===== src/design/dtpc_pkg.sv =====
// Purpose: shared constants and helpers of the dual 8-bit timer block
// Assumes: byte-wide register port, one system clock
package dtpc_pkg;
  // register map
  localparam logic [7:0] ADDR_T0_CTRL = 8'hB0;
  localparam logic [7:0] ADDR_T0_DATA = 8'hB1;
  localparam logic [7:0] ADDR_T0_CNT  = 8'hB2;
  localparam logic [7:0] ADDR_T1_CTRL = 8'hB3;
  localparam logic [7:0] ADDR_T1_DATA = 8'hB4;
  localparam logic [7:0] ADDR_T1_CNT  = 8'hB5;
  localparam logic [7:0] ADDR_IRQ_REQ = 8'hBA;
  localparam logic [7:0] ADDR_IRQ_EN  = 8'hBB;
  // control fields
  localparam int MODE_HI = 6;
  localparam int MODE_LO = 5;
  localparam int CLR_BIT = 4;
  localparam int CS_HI   = 3;
  // reset values and counter limits
  localparam logic [7:0] CTRL_RST = 8'h00;
  localparam logic [7:0] DATA_RST = 8'hFF;
  localparam logic [7:0] CNT_RST  = 8'h00;
  localparam logic [7:0] CNT_MAX  = 8'hFF;
  localparam logic [3:0] IRQ_RST  = 4'h0;
  // request field sits in bits 7..4; index within the field
  localparam int IRQ_LSB      = 4;
  localparam int IRQ_T0_MATCH = 3;
  localparam int IRQ_T0_OVF   = 2;
  localparam int IRQ_T1_MATCH = 1;
  localparam int IRQ_T1_OVF   = 0;
  // clock select codes
  localparam logic [3:0] CS_STOP      = 4'h0;
  localparam logic [3:0] CS_EXT_RISE  = 4'h5;
  localparam logic [3:0] CS_EXT_FALL  = 4'h6;
  localparam logic [3:0] CS_DIV_FIRST = 4'h8;
  // prescaler width and log2 divisor tables, code 000 in the low nibble
  localparam int PSC_W = 11;
  localparam logic [31:0] U0_SHIFT = 32'hB9754321;
  localparam logic [31:0] U1_SHIFT = 32'hA8643210;

  typedef enum logic [1:0] {
    DTPC_INTERVAL = 2'b00,
    DTPC_PWM      = 2'b01,
    DTPC_CAPTURE  = 2'b10
  } dtpc_mode_type;

  // decode of the two-bit mode field
  function automatic dtpc_mode_type dtpc_mode(input logic [1:0] f);
    dtpc_mode_type m;
    m = f[1] ? DTPC_CAPTURE : (f[0] ? DTPC_PWM : DTPC_INTERVAL);
    return m;
  endfunction

  // log2 of the divisor for a system-clock select code
  function automatic logic [3:0] dtpc_shift(input logic unit, input logic [2:0] sel);
    logic [4:0] idx;
    idx = {sel, 2'b00};
    return unit ? U1_SHIFT[idx +: 4] : U0_SHIFT[idx +: 4];
  endfunction
endpackage


===== src/design/dtpc_unit_if.sv =====
// Purpose: signals between the register front end and one timer unit
// Assumes: single clock domain
// Notes: host drives control, core and clock select answer
`timescale 1ns/1ns
interface dtpc_unit_if;
  logic [7:0] ctrl;
  logic [7:0] wdata;
  logic       clear_req;
  logic       data_we;
  logic       capture;
  logic       tick;
  logic [7:0] count;
  logic [7:0] data;
  logic [7:0] cmp_buf;
  logic       match_ev;
  logic       ovf_ev;
  logic       toggle;
  logic       pulse;
  modport host (output ctrl, wdata, clear_req, data_we, capture,
                input tick, count, data, cmp_buf, match_ev, ovf_ev, toggle, pulse);
  modport core (input ctrl, wdata, clear_req, data_we, capture, tick,
                output count, data, cmp_buf, match_ev, ovf_ev, toggle, pulse);
  modport clk_sel (input ctrl, output tick);
endinterface


===== src/design/dtpc_tick.sv =====
// Purpose: counting clock source of one unit: prescaler or external edge
// Assumes: external pin already synchronous to clock
// Notes: tick is a one-cycle enable for the counter
`timescale 1ns/1ns
module dtpc_tick #(
  parameter int UNIT = 1
) (
  input  wire logic     clock,
  input  wire logic     sys_rst,
  input  wire logic     ext_pin,
  dtpc_unit_if.clk_sel  u
);
  typedef struct packed {
    logic [dtpc_pkg::PSC_W-1:0] psc;
    logic                       ext_prev;
  } dtpc_tick_state_type;

  dtpc_tick_state_type s_reg, s_next;
  logic [3:0]                 cs;
  logic [dtpc_pkg::PSC_W-1:0] mask;

  if (UNIT < 0 || UNIT > 1)
  begin : g_bad_unit
    $error("UNIT must be 0 or 1");
  end

  // free prescaler and edge history
  always_comb
  begin
    s_next = s_reg;
    s_next.psc = s_reg.psc + {{(dtpc_pkg::PSC_W-1){1'b0}}, 1'b1};
    s_next.ext_prev = ext_pin;
  end

  // select the tick source; unavailable codes give no tick
  always_comb
  begin
    cs = u.ctrl[dtpc_pkg::CS_HI:0];
    mask = ~({dtpc_pkg::PSC_W{1'b1}} << dtpc_shift_w(cs));
    unique case (cs)
      dtpc_pkg::CS_STOP:     u.tick = 1'b0;
      dtpc_pkg::CS_EXT_RISE: u.tick = ext_pin & ~s_reg.ext_prev;
      dtpc_pkg::CS_EXT_FALL: u.tick = ~ext_pin & s_reg.ext_prev;
      default:               u.tick = cs[3] && ((s_reg.psc & mask) == mask);
    endcase
  end

  function automatic logic [3:0] dtpc_shift_w(input logic [3:0] c);
    return dtpc_pkg::dtpc_shift(UNIT[0], c[2:0]);
  endfunction

  always_ff @(posedge clock)
  begin
    if (sys_rst)
      s_reg <= '0;
    else
      s_reg <= s_next;
  end
endmodule


===== src/design/dtpc_core.sv =====
// Purpose: counter, compare buffer, data register and outputs of one unit
// Assumes: tick, clear and capture are one-cycle pulses
// Notes: clear beats capture, capture beats a tick in the same cycle
`timescale 1ns/1ns
module dtpc_core (
  input  wire logic  clock,
  input  wire logic  sys_rst,
  dtpc_unit_if.core  u
);
  typedef struct packed {
    logic [7:0] cnt;
    logic [7:0] cbuf;
    logic [7:0] data;
    logic       tog;
    logic       pwm;
    logic       match_ev;
    logic       ovf_ev;
  } dtpc_core_state_type;

  dtpc_core_state_type    s_reg, s_next;
  dtpc_pkg::dtpc_mode_type mode;
  logic                   hit;

  // counter and event logic
  always_comb
  begin
    s_next = s_reg;
    s_next.match_ev = 1'b0;
    s_next.ovf_ev = 1'b0;
    mode = dtpc_pkg::dtpc_mode(u.ctrl[dtpc_pkg::MODE_HI:dtpc_pkg::MODE_LO]);
    hit = (s_reg.cnt == s_reg.cbuf);
    if (u.data_we)
      s_next.data = u.wdata;
    if (u.clear_req)
    begin
      s_next.cnt = dtpc_pkg::CNT_RST;
      s_next.cbuf = s_reg.data;
    end
    else if (mode == dtpc_pkg::DTPC_CAPTURE && u.capture)
    begin
      s_next.data = s_reg.cnt;
      s_next.cnt = dtpc_pkg::CNT_RST;
    end
    else if (u.tick)
    begin
      s_next.cnt = s_reg.cnt + 8'h01;
      if (mode != dtpc_pkg::DTPC_CAPTURE && hit)
      begin
        s_next.match_ev = 1'b1;
        if (mode == dtpc_pkg::DTPC_INTERVAL)
        begin
          s_next.cnt = dtpc_pkg::CNT_RST;
          s_next.tog = ~s_reg.tog;
        end
      end
      if (s_reg.cnt == dtpc_pkg::CNT_MAX && !(mode == dtpc_pkg::DTPC_INTERVAL && hit))
        s_next.ovf_ev = 1'b1;
      if (s_next.match_ev || s_next.ovf_ev)
        s_next.cbuf = s_next.data;
    end
    // high while the buffer value is above the count, low from the match on
    s_next.pwm = (mode == dtpc_pkg::DTPC_PWM) && (s_next.cbuf > s_next.cnt);
  end

  always_ff @(posedge clock)
  begin
    if (sys_rst)
    begin
      s_reg <= '0;
      s_reg.data <= dtpc_pkg::DATA_RST;
      s_reg.cbuf <= dtpc_pkg::DATA_RST;
    end
    else
      s_reg <= s_next;
  end

  assign u.count = s_reg.cnt;
  assign u.data = s_reg.data;
  assign u.cmp_buf = s_reg.cbuf;
  assign u.match_ev = s_reg.match_ev;
  assign u.ovf_ev = s_reg.ovf_ev;
  assign u.toggle = s_reg.tog;
  assign u.pulse = s_reg.pwm;
endmodule


===== src/design/dtpc_top.sv =====
// Purpose: two 8-bit timers with register port and request flags
// Assumes: pins synchronous to clock; capture pins carry the external
//          interrupt event as a one-cycle pulse
// Notes: read data appear the cycle after the read strobe
`timescale 1ns/1ns
module dtpc_top (
  input  wire logic       clock,
  input  wire logic       sys_rst,
  input  wire logic [7:0] reg_addr,
  input  wire logic [7:0] reg_wdata,
  input  wire logic       reg_wr,
  input  wire logic       reg_rd,
  output logic      [7:0] reg_rdata,
  input  wire logic       timer0_ext_clock_pin,
  input  wire logic       timer1_ext_clock_pin,
  input  wire logic       timer0_capture_pin,
  input  wire logic       timer1_capture_pin,
  input  wire logic [3:0] irq_service_ack,
  output logic            timer0_toggle_out,
  output logic            timer1_toggle_out,
  output logic            timer0_pulse_out,
  output logic            timer1_pulse_out,
  output logic      [3:0] irq_out
);
  // ------------------------------------------------------------
  // state
  // ------------------------------------------------------------
  typedef struct packed {
    logic [7:0] ctrl0;
    logic [7:0] ctrl1;
    logic [3:0] irq_req;
    logic [3:0] irq_en;
    logic [3:0] irq_out;
    logic [7:0] rdata;
  } dtpc_top_state_type;

  dtpc_top_state_type s_reg, s_next;
  logic [3:0]         events;
  logic [3:0]         sw_clear;
  logic               wr_ctrl0;
  logic               wr_ctrl1;

  dtpc_unit_if u0 ();
  dtpc_unit_if u1 ();

  // ------------------------------------------------------------
  // timer units
  // ------------------------------------------------------------
  dtpc_tick #(.UNIT(0)) tick0 (
    .clock   (clock),
    .sys_rst (sys_rst),
    .ext_pin (timer0_ext_clock_pin),
    .u       (u0.clk_sel)
  );

  dtpc_tick #(.UNIT(1)) tick1 (
    .clock   (clock),
    .sys_rst (sys_rst),
    .ext_pin (timer1_ext_clock_pin),
    .u       (u1.clk_sel)
  );

  dtpc_core core0 (
    .clock   (clock),
    .sys_rst (sys_rst),
    .u       (u0.core)
  );

  dtpc_core core1 (
    .clock   (clock),
    .sys_rst (sys_rst),
    .u       (u1.core)
  );

  // ------------------------------------------------------------
  // register decode toward the units
  // ------------------------------------------------------------
  // write strobes, clear pulses and capture events
  assign wr_ctrl0 = reg_wr && (reg_addr == dtpc_pkg::ADDR_T0_CTRL);
  assign wr_ctrl1 = reg_wr && (reg_addr == dtpc_pkg::ADDR_T1_CTRL);
  assign u0.ctrl = s_reg.ctrl0;
  assign u1.ctrl = s_reg.ctrl1;
  assign u0.wdata = reg_wdata;
  assign u1.wdata = reg_wdata;
  assign u0.clear_req = wr_ctrl0 && reg_wdata[dtpc_pkg::CLR_BIT];
  assign u1.clear_req = wr_ctrl1 && reg_wdata[dtpc_pkg::CLR_BIT];
  assign u0.data_we = reg_wr && (reg_addr == dtpc_pkg::ADDR_T0_DATA);
  assign u1.data_we = reg_wr && (reg_addr == dtpc_pkg::ADDR_T1_DATA);
  assign u0.capture = timer0_capture_pin;
  assign u1.capture = timer1_capture_pin;

  // ------------------------------------------------------------
  // control, request flags and read port
  // ------------------------------------------------------------
  always_comb
  begin
    s_next = s_reg;
    events = '0;
    events[dtpc_pkg::IRQ_T0_MATCH] = u0.match_ev;
    events[dtpc_pkg::IRQ_T0_OVF] = u0.ovf_ev;
    events[dtpc_pkg::IRQ_T1_MATCH] = u1.match_ev;
    events[dtpc_pkg::IRQ_T1_OVF] = u1.ovf_ev;
    sw_clear = '0;
    // clear bit never stores
    if (wr_ctrl0)
    begin
      s_next.ctrl0 = reg_wdata;
      s_next.ctrl0[dtpc_pkg::CLR_BIT] = 1'b0;
    end
    if (wr_ctrl1)
    begin
      s_next.ctrl1 = reg_wdata;
      s_next.ctrl1[dtpc_pkg::CLR_BIT] = 1'b0;
    end
    if (reg_wr && reg_addr == dtpc_pkg::ADDR_IRQ_EN)
      s_next.irq_en = reg_wdata[7:dtpc_pkg::IRQ_LSB];
    if (reg_wr && reg_addr == dtpc_pkg::ADDR_IRQ_REQ)
      sw_clear = ~reg_wdata[7:dtpc_pkg::IRQ_LSB];
    // service or software clears, a new event wins
    s_next.irq_req = (s_reg.irq_req & ~irq_service_ack & ~sw_clear) | events;
    s_next.irq_out = s_next.irq_req & s_next.irq_en;
    // read mux, unmapped reads zero
    s_next.rdata = 8'h00;
    if (reg_rd)
    begin
      unique case (reg_addr)
        dtpc_pkg::ADDR_T0_CTRL: s_next.rdata = s_reg.ctrl0;
        dtpc_pkg::ADDR_T0_DATA: s_next.rdata = u0.data;
        dtpc_pkg::ADDR_T0_CNT:  s_next.rdata = u0.count;
        dtpc_pkg::ADDR_T1_CTRL: s_next.rdata = s_reg.ctrl1;
        dtpc_pkg::ADDR_T1_DATA: s_next.rdata = u1.data;
        dtpc_pkg::ADDR_T1_CNT:  s_next.rdata = u1.count;
        dtpc_pkg::ADDR_IRQ_REQ: s_next.rdata = {s_reg.irq_req, 4'h0};
        dtpc_pkg::ADDR_IRQ_EN:  s_next.rdata = {s_reg.irq_en, 4'h0};
        default:                s_next.rdata = 8'h00;
      endcase
    end
  end

  // register the state
  always_ff @(posedge clock)
  begin
    if (sys_rst)
    begin
      s_reg <= '0;
      s_reg.ctrl0 <= dtpc_pkg::CTRL_RST;
      s_reg.ctrl1 <= dtpc_pkg::CTRL_RST;
      s_reg.irq_req <= dtpc_pkg::IRQ_RST;
      s_reg.irq_en <= dtpc_pkg::IRQ_RST;
    end
    else
      s_reg <= s_next;
  end

  // outputs straight from flops
  assign reg_rdata = s_reg.rdata;
  assign irq_out = s_reg.irq_out;
  assign timer0_toggle_out = u0.toggle;
  assign timer1_toggle_out = u1.toggle;
  assign timer0_pulse_out = u0.pulse;
  assign timer1_pulse_out = u1.pulse;
endmodule


===== config.mk =====
export PLATFORM = sky130hd
export DESIGN_NAME = dtpc_top
export DESIGN_NICKNAME = d
export VERILOG_FILES = /design/src/design/dtpc_pkg.sv /design/src/design/dtpc_unit_if.sv /design/src/design/dtpc_tick.sv /design/src/design/dtpc_core.sv /design/src/design/dtpc_top.sv
export SDC_FILE = /design/constraint.sdc
export NUM_CORES = 1
export LEC_CHECK = 0
export ABC_CLOCK_PERIOD_IN_PS = 4700
export BUFFER_PORTS_ARGS = -buffer_cell sky130_fd_sc_hd__buf_2
export CAP_MARGIN = 20
export CORE_MARGIN = 3
export CORE_UTILIZATION = 40
export DETAILED_ROUTE_END_ITERATION = 8
export GPL_ROUTABILITY_DRIVEN = 1
export PLACE_DENSITY = 0.59
export SYNTH_ARGS = -nofsm -noshare
export SYNTH_HDL_FRONTEND = slang
export SYNTH_HIERARCHICAL = 1
export SYNTH_SLANG_ARGS = --single-unit
export TNS_END_PERCENT = 30

===== constraint.sdc =====
create_clock -name clock -period 4.7 [get_ports clock]
set_input_delay 0.47 -clock clock [delete_from_list [all_inputs] [get_ports clock]]
set_output_delay 0.47 -clock clock [all_outputs]
set_load 0.1 [all_outputs]

* Word level (Yosys, flattened, before mapping) *
Cells that the tools add are included.

word-level totals
  word-level logic and storage cells = 172
  bits of input ports = 28
  bits in registers = 114
  output and inout bits = 16

cells by class
  multiplexer cells = 53
  shift-type cells = 4
  $lt $le $gt $ge = 2
  reductions and logical operators = 33
  add/subtract/negate cells = 4
  equal/unequal tests = 24
  bitwise gates (word level) = 28

operators with widths
  operator                   count
  $mux W8                    14
  $eq A8 B8 Y1 const B       10
  $mux W16                   4
  $pmux W8 S8                1
  $shiftx A32 B6 Y4 const A  2
  $mux W1                    26
  $add A11 B1 Y11 const B    2
  $and A11 B11 Y11           2
  $eq A11 B11 Y1             2
  $not A11 Y11               2
  $shl A11 B4 Y11 const A    2
  $logic_and A1 B1 Y1        20
  $mux W9                    2
  $add A8 B1 Y8 const B      2
  $eq A4 B3 Y1 const B       4
  $eq A8 B8 Y1               2
  $gt A8 B8 Y1               2
  $not A1 Y1                 13
  $and A4 B4 Y4              3
  $not A4 Y4                 3
  $reduce_and A5 Y1          2
  $logic_not A4 Y1           2
  $mux W4                    2
  $reduce_or A4 Y1           2
  other kinds (11)           22

* Depth between registers and ports, before layout *
Gate-level depths: netlist (run 1).

  word-level depth = 17
  depth in mapped cells = 19
  gate-level depth less buffers = 17

* Modules after synthesis *
Netlist (run 1), hierarchy kept.

by module, submodules not included
  module              cells each  times used  sequential area each (um^2)  area an instance (um^2)
  dtpc_core           213         2           560.5                        1732.9
  dtpc_top            185         1           680.7                        1796.7
  dtpc_tick at tick0  86          1           240.2                        709.4
  dtpc_tick at tick1  59          1           220.2                        516.7

* Least setup slack after synthesis (run 1) *
Ideal clock, no wire load.

  path type = register to register
  start point = register s_reg (netlist bit u0.ctrl[0])
  end point = register core0.s_reg (netlist bit core0/u.pulse)
  arrival time = 3.572 ns
  data required time = 4.578 ns
  path buffers = 3
  library setup time = 0.122 ns
  path slack = 1.007 ns
  cell stages (with the launch flop) = 19
  period minus slack after synthesis = 3.693 ns
  cells stage by stage = dfxtp_1 -> inv_1 -> ha_1 -> nor4_4 -> o2111ai_1 -> a32oi_1 -> a32o_1 -> buf_2 -> and2_1 -> clkbuf_1 -> clkbuf_1 -> a21oi_1 -> o31ai_1 -> ha_1 -> nor2b_1 -> o21a_1 -> o21a_1 -> o21ai_0 -> a21oi_1

RTL lines
  item                    RTL line         RTL
  start, declared         dtpc_top.sv:37   dtpc_top_state_type s_reg, s_next;
  start signal, assigned  dtpc_top.sv:152  s_reg <= s_next;
  end signal, assigned    dtpc_core.sv:74  s_reg <= s_next;
  end, declared           dtpc_core.sv:20  dtpc_core_state_type s_reg, s_next;

==> impl_metrics.env, run 1 <==
export IMPL_status="finished clean"
export IMPL_critPathMaxStageDelay_ps=500
export IMPL_path_buf_inv=1
export IMPL_ios=44
export IMPL_crit_chain="inv_1, ha_1, nor3b_1, o2bb2ai_1, o21ai_0, a211oi_1, a32o_1, and2_1, a21oi_1, o31ai_1, ha_1, nor2b_1, o21a_1, o21a_1, o21ai_0, a21oi_1"
export IMPL_hpwlAfterDp_um=12300
export IMPL_reg2reg_slack_ps=570
export IMPL_end_kind="flip-flop"
export IMPL_h_tree_depth=4
export IMPL_ant_nets=0
export IMPL_post_synth_cell_area_avg_um2=8.59
export IMPL_finalCoreUtilization_pct=46.8
export IMPL_yosysWarnings=6
export IMPL_fin_crit_ps=4130
export IMPL_cellLeakagePower_nw=2.79
export IMPL_fmax_ghz=0.242
export IMPL_grt_max_degree=34
export IMPL_start_util_pct=41.7
export IMPL_syn_num_nets=807
export IMPL_setup_viol=0
export IMPL_critPathMaxFanout=16
export IMPL_dpl_cell_count=959
export IMPL_routedWlPerCell_um=17.0
export IMPL_slew_headroom_pct=57.3
export IMPL_diodes=0
export IMPL_die_h_um=133
export IMPL_core_area_mm2=0.0155
export IMPL_clk_latency_ps=410
export IMPL_final_cells=988
export IMPL_antenna_found_initial=0
export IMPL_place_area_mm2=0.00672
export IMPL_multi_input_area_mm2=0.00384
export IMPL_fillers=1498
export IMPL_min_path_cells=2
export IMPL_clkSinkCount=113
export IMPL_cellPowerDensity_mw_per_mm2=316
export IMPL_netlist_area_mm2=0.00648
export IMPL_syn2layout_area_growth_pct=12.2
export IMPL_post_place_ws_ps=660
export IMPL_grt_pass1_wl_um=27100
export IMPL_hold_buffers=0
export IMPL_hold_class="input pin to flip-flop"
export IMPL_setup_slack_ps=569
export IMPL_ir_worst_vdd_mv=0.258
export IMPL_whs_ps=303
export IMPL_first_global_vias=5221
export IMPL_clk_pin_slew_worst_paths_ps=50
export IMPL_first_pass_iters=5
export IMPL_vias=5483
export IMPL_postCtsSetupRepairBufs=0
export IMPL_r2r_start="u0.ctrl[0]"
export IMPL_routed_via_density=5.55
export IMPL_finalPower_mw=2.30
export IMPL_portBuffers=43
export IMPL_r2r_end="core0/u.pulse"
export IMPL_die_area_mm2=0.0178
export IMPL_cts_root_buf="clkbuf_16"
export IMPL_cts_made_buffers=17
export IMPL_hold_path_endpoint="tick0/s_reg[0]"
export IMPL_critPathSlowestCell="and2_1"
export IMPL_wl_um=16800
export IMPL_cts_tree="built"
export IMPL_dr_first_iter_drc_count=577
export IMPL_crit_family="compound AO/OA/AOI/OAI gates"
export IMPL_die_w_um=133
export IMPL_finalClockSkew_ps=8.02
export IMPL_rsz0062_at_grt="no"
export IMPL_cp_data_arrival_time_ps=4430
export IMPL_r2r_cells=16
export IMPL_largest_register_ffs=12
export IMPL_start_kind="flip-flop"
export IMPL_crit_type="flip-flop to flip-flop"
export IMPL_gp_congestion=0.856
export IMPL_drive_gt1_share_pct=14.2
export IMPL_required_ps=5000
export IMPL_clockBufferDepth=2
export IMPL_final_max_slew_viol_count=0
export IMPL_synthCells=755
export IMPL_layout_commonest_cell="dfxtp_1"
export IMPL_grt_usage_pct=19.1
export IMPL_hp_start="timer0_ext_clock_pin"
export IMPL_drc=0
export IMPL_layout_common_cells="113 x dfxtp_1, 74 x nor2_1, 72 x nand2_1"
export IMPL_tightest_slew_ps=641
export IMPL_finalHoldViolCount=0
export IMPL_finalSetupTns_ps=0
export IMPL_grt_overflow=0
export IMPL_cap_violations=0
export IMPL_num_rows=45
export IMPL_design_area_mm2=0.00727
export IMPL_cts_resized=0
export IMPL_post_route_period_util_pct=87.9
export IMPL_final_nets=819
export IMPL_seq_area_mm2=0.00226
==> report_power, final <==
part | internal (mW) | switching, mW
registers | 0.966 | 0.00770
logic | 0.0353 | 0.0558
clock network | 0.806 | 0.425
==> final cells by class <==
| class | count | area share [%] |
|---|---|---|
| Clock buffer | 22 | 6.52 |
| Clock inverter | 7 | 1.17 |
| Inverter | 13 | 0.671 |
| Multi-Input combinational cell | 568 | 52.8 |
| Sequential cell | 113 | 31.1 |
| Tap cell | 211 | 3.63 |
| Timing Repair Buffer | 54 | 4.09 |
==> worst reg2reg max path: cells and delay by family (launching register included) <==
family | cells | cell delay (ps)
fa+ha+maj | 2 | 700
compound gates | 10 | 1890
simple gates | 3 | 820
buf+inv | 1 | 110
flops | 1 | 490
==> how the worst max path moves through the flow <==
| stage | start | endpoint | slack (ps) | depth (start not counted) |
|---|---|---|---|---|
| detailed placement | u0.ctrl[0] | core0/u.pulse | 660 | 15 |
| global route | u0.ctrl[0] | core0/u.pulse | 280 | 15 |
| floorplan | u0.ctrl[0] | core0/u.pulse | 1010 | 18 |
| finish | u0.ctrl[0] | core0/u.pulse | 570 | 16 |
| CTS | u0.ctrl[0] | core0/u.pulse | 640 | 15 |
| global placement | u0.ctrl[0] | core0/u.pulse | 800 | 15 |
==> layer usage <==
metal	GRT usage (%)	part of all wire (%)	vias up
met5	0	0	-
met4	5.60	1.4	0
met3	5.02	6.9	22
met2	29.5	45	186
met1	26.3	47	2585
li1	-	-	2690
Note: power is estimated with default switching activity, not from simulation.
==> run 2: changes to the inputs <==
CORE_ASPECT_RATIO = 0.8   (was unset)
SYNTH_HIERARCHICAL = unset   (was 1)
==> run 2 against run 1 <==
  * Maximum frequency increased by 1.5%
  * Sequential share of layout area rose by 1.0 points
  * First-iteration DRC count grew 5.9%
  * Clock skew increased by 2.2 ps
  * Via count grew 3.0%
  * Power shrank 1.9%
  * Highest routed layer unchanged
==> impl_metrics.env, run 2 <==
export IMPL_fmax_ghz=0.246
export IMPL_finalHoldViolCount=0
export IMPL_seq_area_mm2=0.00226
export IMPL_drc=0
export IMPL_cts_root_buf="clkbuf_16"
export IMPL_h_tree_depth=4
export IMPL_final_max_slew_viol_count=0
export IMPL_wl_um=18200
export IMPL_synth_fa_ha_area_share_pct=4.82
export IMPL_status="finished clean"
export IMPL_cap_violations=0
export IMPL_diodes=0
export IMPL_dr_first_iter_drc_count=611
export IMPL_start_kind="flip-flop"
export IMPL_num_rows=40
export IMPL_synth_common_cells="113 x dfxtp_1, 100 x nand2_1, 84 x nor2_1, 52 x o21ai_0, 32 x nand3_1"
export IMPL_yosysWarnings=0
export IMPL_synth_main_ff_cell="dfxtp_1"
export IMPL_grt_pass1_wl_um=29200
export IMPL_clkSinkCount=113
export IMPL_syn_num_nets=812
export IMPL_design_area_mm2=0.00704
export IMPL_netlist_area_mm2=0.00623
export IMPL_synth_edff_count=0
export IMPL_final_cells=996
export IMPL_synth_top_family_by_area="simple AND/OR/NAND/NOR gates"
export IMPL_first_pass_iters=5
export IMPL_fillers=1486
export IMPL_fin_crit_ps=4070
export IMPL_post_synth_cell_area_avg_um2=8.20
export IMPL_synthCells=760
export IMPL_cts_resized=0
export IMPL_cellLeakagePower_nw=2.76
export IMPL_layout_common_cells="113 x dfxtp_1, 100 x nand2_1, 84 x nor2_1"
export IMPL_routedWlPerCell_um=18.3
export IMPL_vias=5646
export IMPL_finalSetupTns_ps=0
export IMPL_die_h_um=118
export IMPL_antenna_found_initial=0
export IMPL_ant_nets=0
export IMPL_cts_tree="built"
export IMPL_whs_ps=304
export IMPL_crit_type="flip-flop to flip-flop"
export IMPL_yosysMostFrequentCell="dfxtp_1"
export IMPL_routed_via_density=5.67
export IMPL_hold_class="input pin to flip-flop"
export IMPL_hold_buffers=0
export IMPL_ir_worst_vdd_mv=0.217
export IMPL_rsz0062_at_grt="no"
export IMPL_synth_compound_area_share_pct=14.1
export IMPL_drive_gt1_share_pct=12.7
export IMPL_postCtsSetupRepairBufs=0
export IMPL_first_global_vias=5395
export IMPL_seq_area_frac_synth_pct=36.3
export IMPL_async_flop_share_pct=0
export IMPL_core_area_mm2=0.0151
export IMPL_synthXorXnorAreaFrac_pct=6.61
export IMPL_place_area_mm2=0.00650
export IMPL_slew_headroom_pct=49.5
export IMPL_setup_viol=0
export IMPL_portBuffers=43
export IMPL_clockBufferDepth=2
export IMPL_dpl_cell_count=967
export IMPL_yosysTopAreaCell="dfxtp_1"
export IMPL_post_route_period_util_pct=86.6
export IMPL_synthMuxAreaShare_pct=7.07
export IMPL_die_w_um=146
export IMPL_cp_data_arrival_time_ps=4380
export IMPL_finalPower_mw=2.25
export IMPL_synth_top_area_share_pct=36.3
export IMPL_end_kind="flip-flop"
export IMPL_multi_input_area_mm2=0.00366
export IMPL_die_area_mm2=0.0171
export IMPL_layout_commonest_cell="dfxtp_1"
export IMPL_ios=44
export IMPL_hpwlAfterDp_um=13300
export IMPL_finalClockSkew_ps=10.2
export IMPL_synth_area_leaders="dfxtp_1 36%, nand2_1 6.0%, nor2_1 5.1%"
export IMPL_clk_pin_slew_worst_paths_ps=60
export IMPL_largest_register_ffs=12
export IMPL_grt_overflow=0
export IMPL_grt_max_degree=71
export IMPL_grt_usage_pct=21.6
export IMPL_critPathMaxFanout=15
export IMPL_final_nets=828
export IMPL_gp_congestion=0.939
export IMPL_synth_cell_type_count=60
export IMPL_tightest_slew_ps=757
export IMPL_required_ps=5010
export IMPL_cellPowerDensity_mw_per_mm2=320
export IMPL_syn2layout_area_growth_pct=13.1
export IMPL_start_util_pct=41.2
export IMPL_ys_ff_latch=113
export IMPL_cts_made_buffers=17
export IMPL_synthSimpleGateAreaFrac_pct=26.0
export IMPL_clk_latency_ps=420
run 2: power by group:
part | internal, mW | switching, mW
Clock | 0.776 | 0.425
Sequential | 0.965 | 0.00727
Combinational | 0.0251 | 0.0525
Total | 1.77 | 0.485
run 2: metrics by stage:
step	setup WS, ps	util [%]
3_3_place_gp	818	43.0
3_5_place_dp	658	43.0
5_1_grt	347	46.6
6_report	630	46.6
2_1_floorplan	1060	-
4_1_cts	642	46.6
run 2: worst max-delay path, stage by stage, from the launching register on:
cell	delay [ps]
dfxtp_1	500
inv_1	110
ha_1	330
nor4b_2	310
o221ai_2	150
o41a_1	610
o31a_1	530
nor2_1	150
a21oi_1	60
ha_1	310
nor2b_1	130
o21a_1	150
o21ai_0	150
nand2b_1	80
a21oi_1	130
o21ai_0	80
and4_1	170
run 2: cells by family after synthesis:
logic type / Yosys count
AO/OA/AOI/OAI: 140
buffers and inverters: 66
XOR/XNOR: 47
AND/OR/NAND/NOR: 329
adder cells (fa/ha/maj): 24
flip-flops: 113
multiplexers: 41
run 2: worst paths after layout:
check                  startpoint             end  slack, ps  cells past startpoint
min          timer1_ext_clock_pin  tick1.s_reg[0]        300                      2
max reg2reg            u0.ctrl[1]   core0.u.pulse        630                     16
min reg2reg        core0.u.ovf_ev       s_reg[18]        460                      2
max                    u0.ctrl[1]   core0.u.pulse        630                     16
run 2: final cells by class:
cell class | instances | area share (%)
inverters | 13 | 0.693
repair buffers | 50 | 3.80
well taps | 210 | 3.73
multi-input cells | 581 | 52.0
clock buffers | 21 | 6.40
clock inverters | 8 | 1.28
flip-flops and latches | 113 | 32.1
run 2: per-layer routing:
metal,part of all wire (%),global-route usage [%]
met1,47,31.2
met2,43,31.1
met3,7.6,5.62
met4,2.6,7.59
met5,0,0
==> run 3: changes to the inputs <==
PLACE_DENSITY = 0.63   (was 0.59)
==> run 3 against run 2 <==
  * Sequential share of layout area down 0.74 points
  * First-iteration DRC count fell by 9.2%
  * Flip-flop and latch count is the same
  * Combinational power rose by 2%
  * Clock skew is 0.61 ps higher
  * Sequential power barely moved
  * Worst hold slack got worse by 6.3 ps
  * Critical endpoint unchanged
  * Non-clock buffer count up 2
  * Critical path depth is the same
  * Register-to-register slack is essentially flat
  * Utilization increased by 1.1 points
==> impl_metrics.env, run 3 (synthesis results as in run 2) <==
export IMPL_swShare_pct=20.4
export IMPL_finalClockSkew_ps=10.8
export IMPL_layout_common_cells="113 x dfxtp_1, 100 x nand2_1, 84 x nor2_1"
export IMPL_start_kind="flip-flop"
export IMPL_power_frac_comb_pct=3.1
export IMPL_cellPowerDensity_mw_per_mm2=348
export IMPL_setup_viol=0
export IMPL_crit_family="compound AO/OA/AOI/OAI gates"
export IMPL_routed_via_density=5.50
export IMPL_core_area_mm2=0.0151
export IMPL_post_route_period_util_pct=86.7
export IMPL_wl_met1_um=8460
export IMPL_critPathMaxStageDelay_ps=620
export IMPL_grt_pass1_wl_um=28800
export IMPL_fmax_ghz=0.245
export IMPL_cellLeakagePower_nw=2.83
export IMPL_ant_nets=0
export IMPL_num_rows=40
export IMPL_critPathSlowestCell="o41a_1"
export IMPL_syn2layout_area_growth_pct=15.7
export IMPL_die_area_mm2=0.0171
export IMPL_largest_register_ffs=12
export IMPL_ios=44
export IMPL_r2r_cells=16
export IMPL_highest_layer="met4"
export IMPL_cts_made_buffers=17
export IMPL_hpwlAfterDp_um=12700
export IMPL_cts_root_buf="clkbuf_16"
export IMPL_hold_buffers=0
export IMPL_gp_congestion=0.899
export IMPL_routedWlPerCell_um=17.6
export IMPL_drive_gt1_share_pct=13.5
export IMPL_min_path_cells=2
export IMPL_first_pass_iters=5
export IMPL_startpoint="u0.ctrl[0]"
export IMPL_ir_worst_vdd_mv=0.172
export IMPL_cap_violations=0
export IMPL_postCtsSetupRepairBufs=0
export IMPL_required_ps=5010
export IMPL_vias=5500
export IMPL_place_area_mm2=0.00654
export IMPL_crit_path_end="core0.u.pulse"
export IMPL_h_tree_depth=4
export IMPL_grt_usage_pct=21.1
export IMPL_grt_max_degree=71
export IMPL_finalPower_mw=2.51
export IMPL_die_w_um=146
export IMPL_cp_data_arrival_time_ps=4390
export IMPL_final_max_slew_viol_count=0
export IMPL_die_h_um=118
export IMPL_antenna_found_initial=0
export IMPL_start_util_pct=41.2
export IMPL_clk_pin_slew_worst_paths_ps=60
export IMPL_slew_headroom_pct=48.8
export IMPL_crit_chain="inv_1, ha_1, nor4b_2, o221ai_2, o41a_1, o31a_1, nor2_1, a21oi_1, ha_1, nor2b_1, o21a_1, o21ai_0, nand2b_1, a21oi_1, o21ai_0, and4_1"
export IMPL_intPower_mw=2.00
export IMPL_p_switching_mw=0.512
export IMPL_clkSinkCount=113
export IMPL_r2r_end="core0.u.pulse"
export IMPL_drc=0
export IMPL_design_area_mm2=0.00721
export IMPL_clk_latency_ps=420
export IMPL_met3_length_um=1460
export IMPL_portBuffers=43
export IMPL_dr_first_iter_drc_count=555
export IMPL_clkPwrFrac_pct=58.1
export IMPL_met2_length_um=7360
export IMPL_cp_num_cells=16
export IMPL_cts_tree="built"
export IMPL_first_global_vias=5262
export IMPL_finalHoldViolCount=0
export IMPL_layout_commonest_cell="dfxtp_1"
export IMPL_fillers=1492
export IMPL_pwr_share_seq_pct=38.7
export IMPL_final_nets=830
export IMPL_tightest_slew_ps=762
export IMPL_r2r_start="u0.ctrl[0]"
export IMPL_end_kind="flip-flop"
export IMPL_diodes=0
export IMPL_fin_crit_ps=4070
export IMPL_cts_resized=0
export IMPL_grt_overflow=0
export IMPL_status="finished clean"
export IMPL_crit_type="flip-flop to flip-flop"
export IMPL_finalSetupTns_ps=0
export IMPL_path_buf_inv=1
export IMPL_clockBufferDepth=2
export IMPL_rsz0062_at_grt="no"
export IMPL_reg2reg_slack_ps=630
export IMPL_critPathMaxFanout=15
export IMPL_wl_um=17600
export IMPL_hold_class="input pin to flip-flop"
run 3: cell types whose count changed in the layout (fill, tap and decap cells not counted), sizes merged:
cell	change
bufinv	+3
clkinv	-3
buf	+2
clkbuf	+1
clkinvlp	+1
run 3: power groups by stage:
stage               clock network (mW)  registers [mW]  logic (mW)
finish                            1.46           0.972      0.0790
CTS                               1.48           0.972      0.0785
global route                      1.52           0.972      0.0863
floorplan                            0           0.990      0.0422
detailed placement                   0           0.992      0.0779
global placement                     0           0.992      0.0749
run 3: worst min-delay path by stage:
stage                              start  slack (ps)             end
detailed placement      core0.u.match_ev         470       s_reg[19]
CTS                 timer1_ext_clock_pin         280  tick1.s_reg[0]
finish              timer1_ext_clock_pin         300  tick1.s_reg[0]
global placement          core0.u.ovf_ev         450       s_reg[18]
floorplan                 core1.u.ovf_ev         430       s_reg[16]
global route        timer1_ext_clock_pin         290  tick1.s_reg[0]
run 3: through the flow:
stage	cells	hold WS (ps)	utilization, %	setup WS, ps
floorplan	760	432	-	1060
global placement	968	447	43.1	816
detailed placement	969	466	43.2	684
CTS	1000	282	47.7	654
global route	1000	294	47.7	274
finish	1000	298	47.7	626
run 3: cell type report:
class	count	area (um^2)	area share [%]
Inverter	13	48.8	0.677
Multi-Input combinational cell	581	3660	50.8
Timing Repair Buffer	52	303	4.20
Clock inverter	9	176	2.45
Sequential cell	113	2260	31.4
Tap cell	210	263	3.65
Clock buffer	22	494	6.86
run 3: routing by layer:
layer,vias to the layer above,global-route usage (%)
met5,-,0
met4,0,5.93
met3,29,6.70
met2,191,30.4
met1,2570,30.3
li1,2710,-
run 3: worst register-to-register path: cells and delay by family (launching register included):
kind            cells  cell delay (ps)
buf+inv             1              120
fa+ha+maj           2              660
compound gates      8             1880
simple gates        5              830
flops               1              460
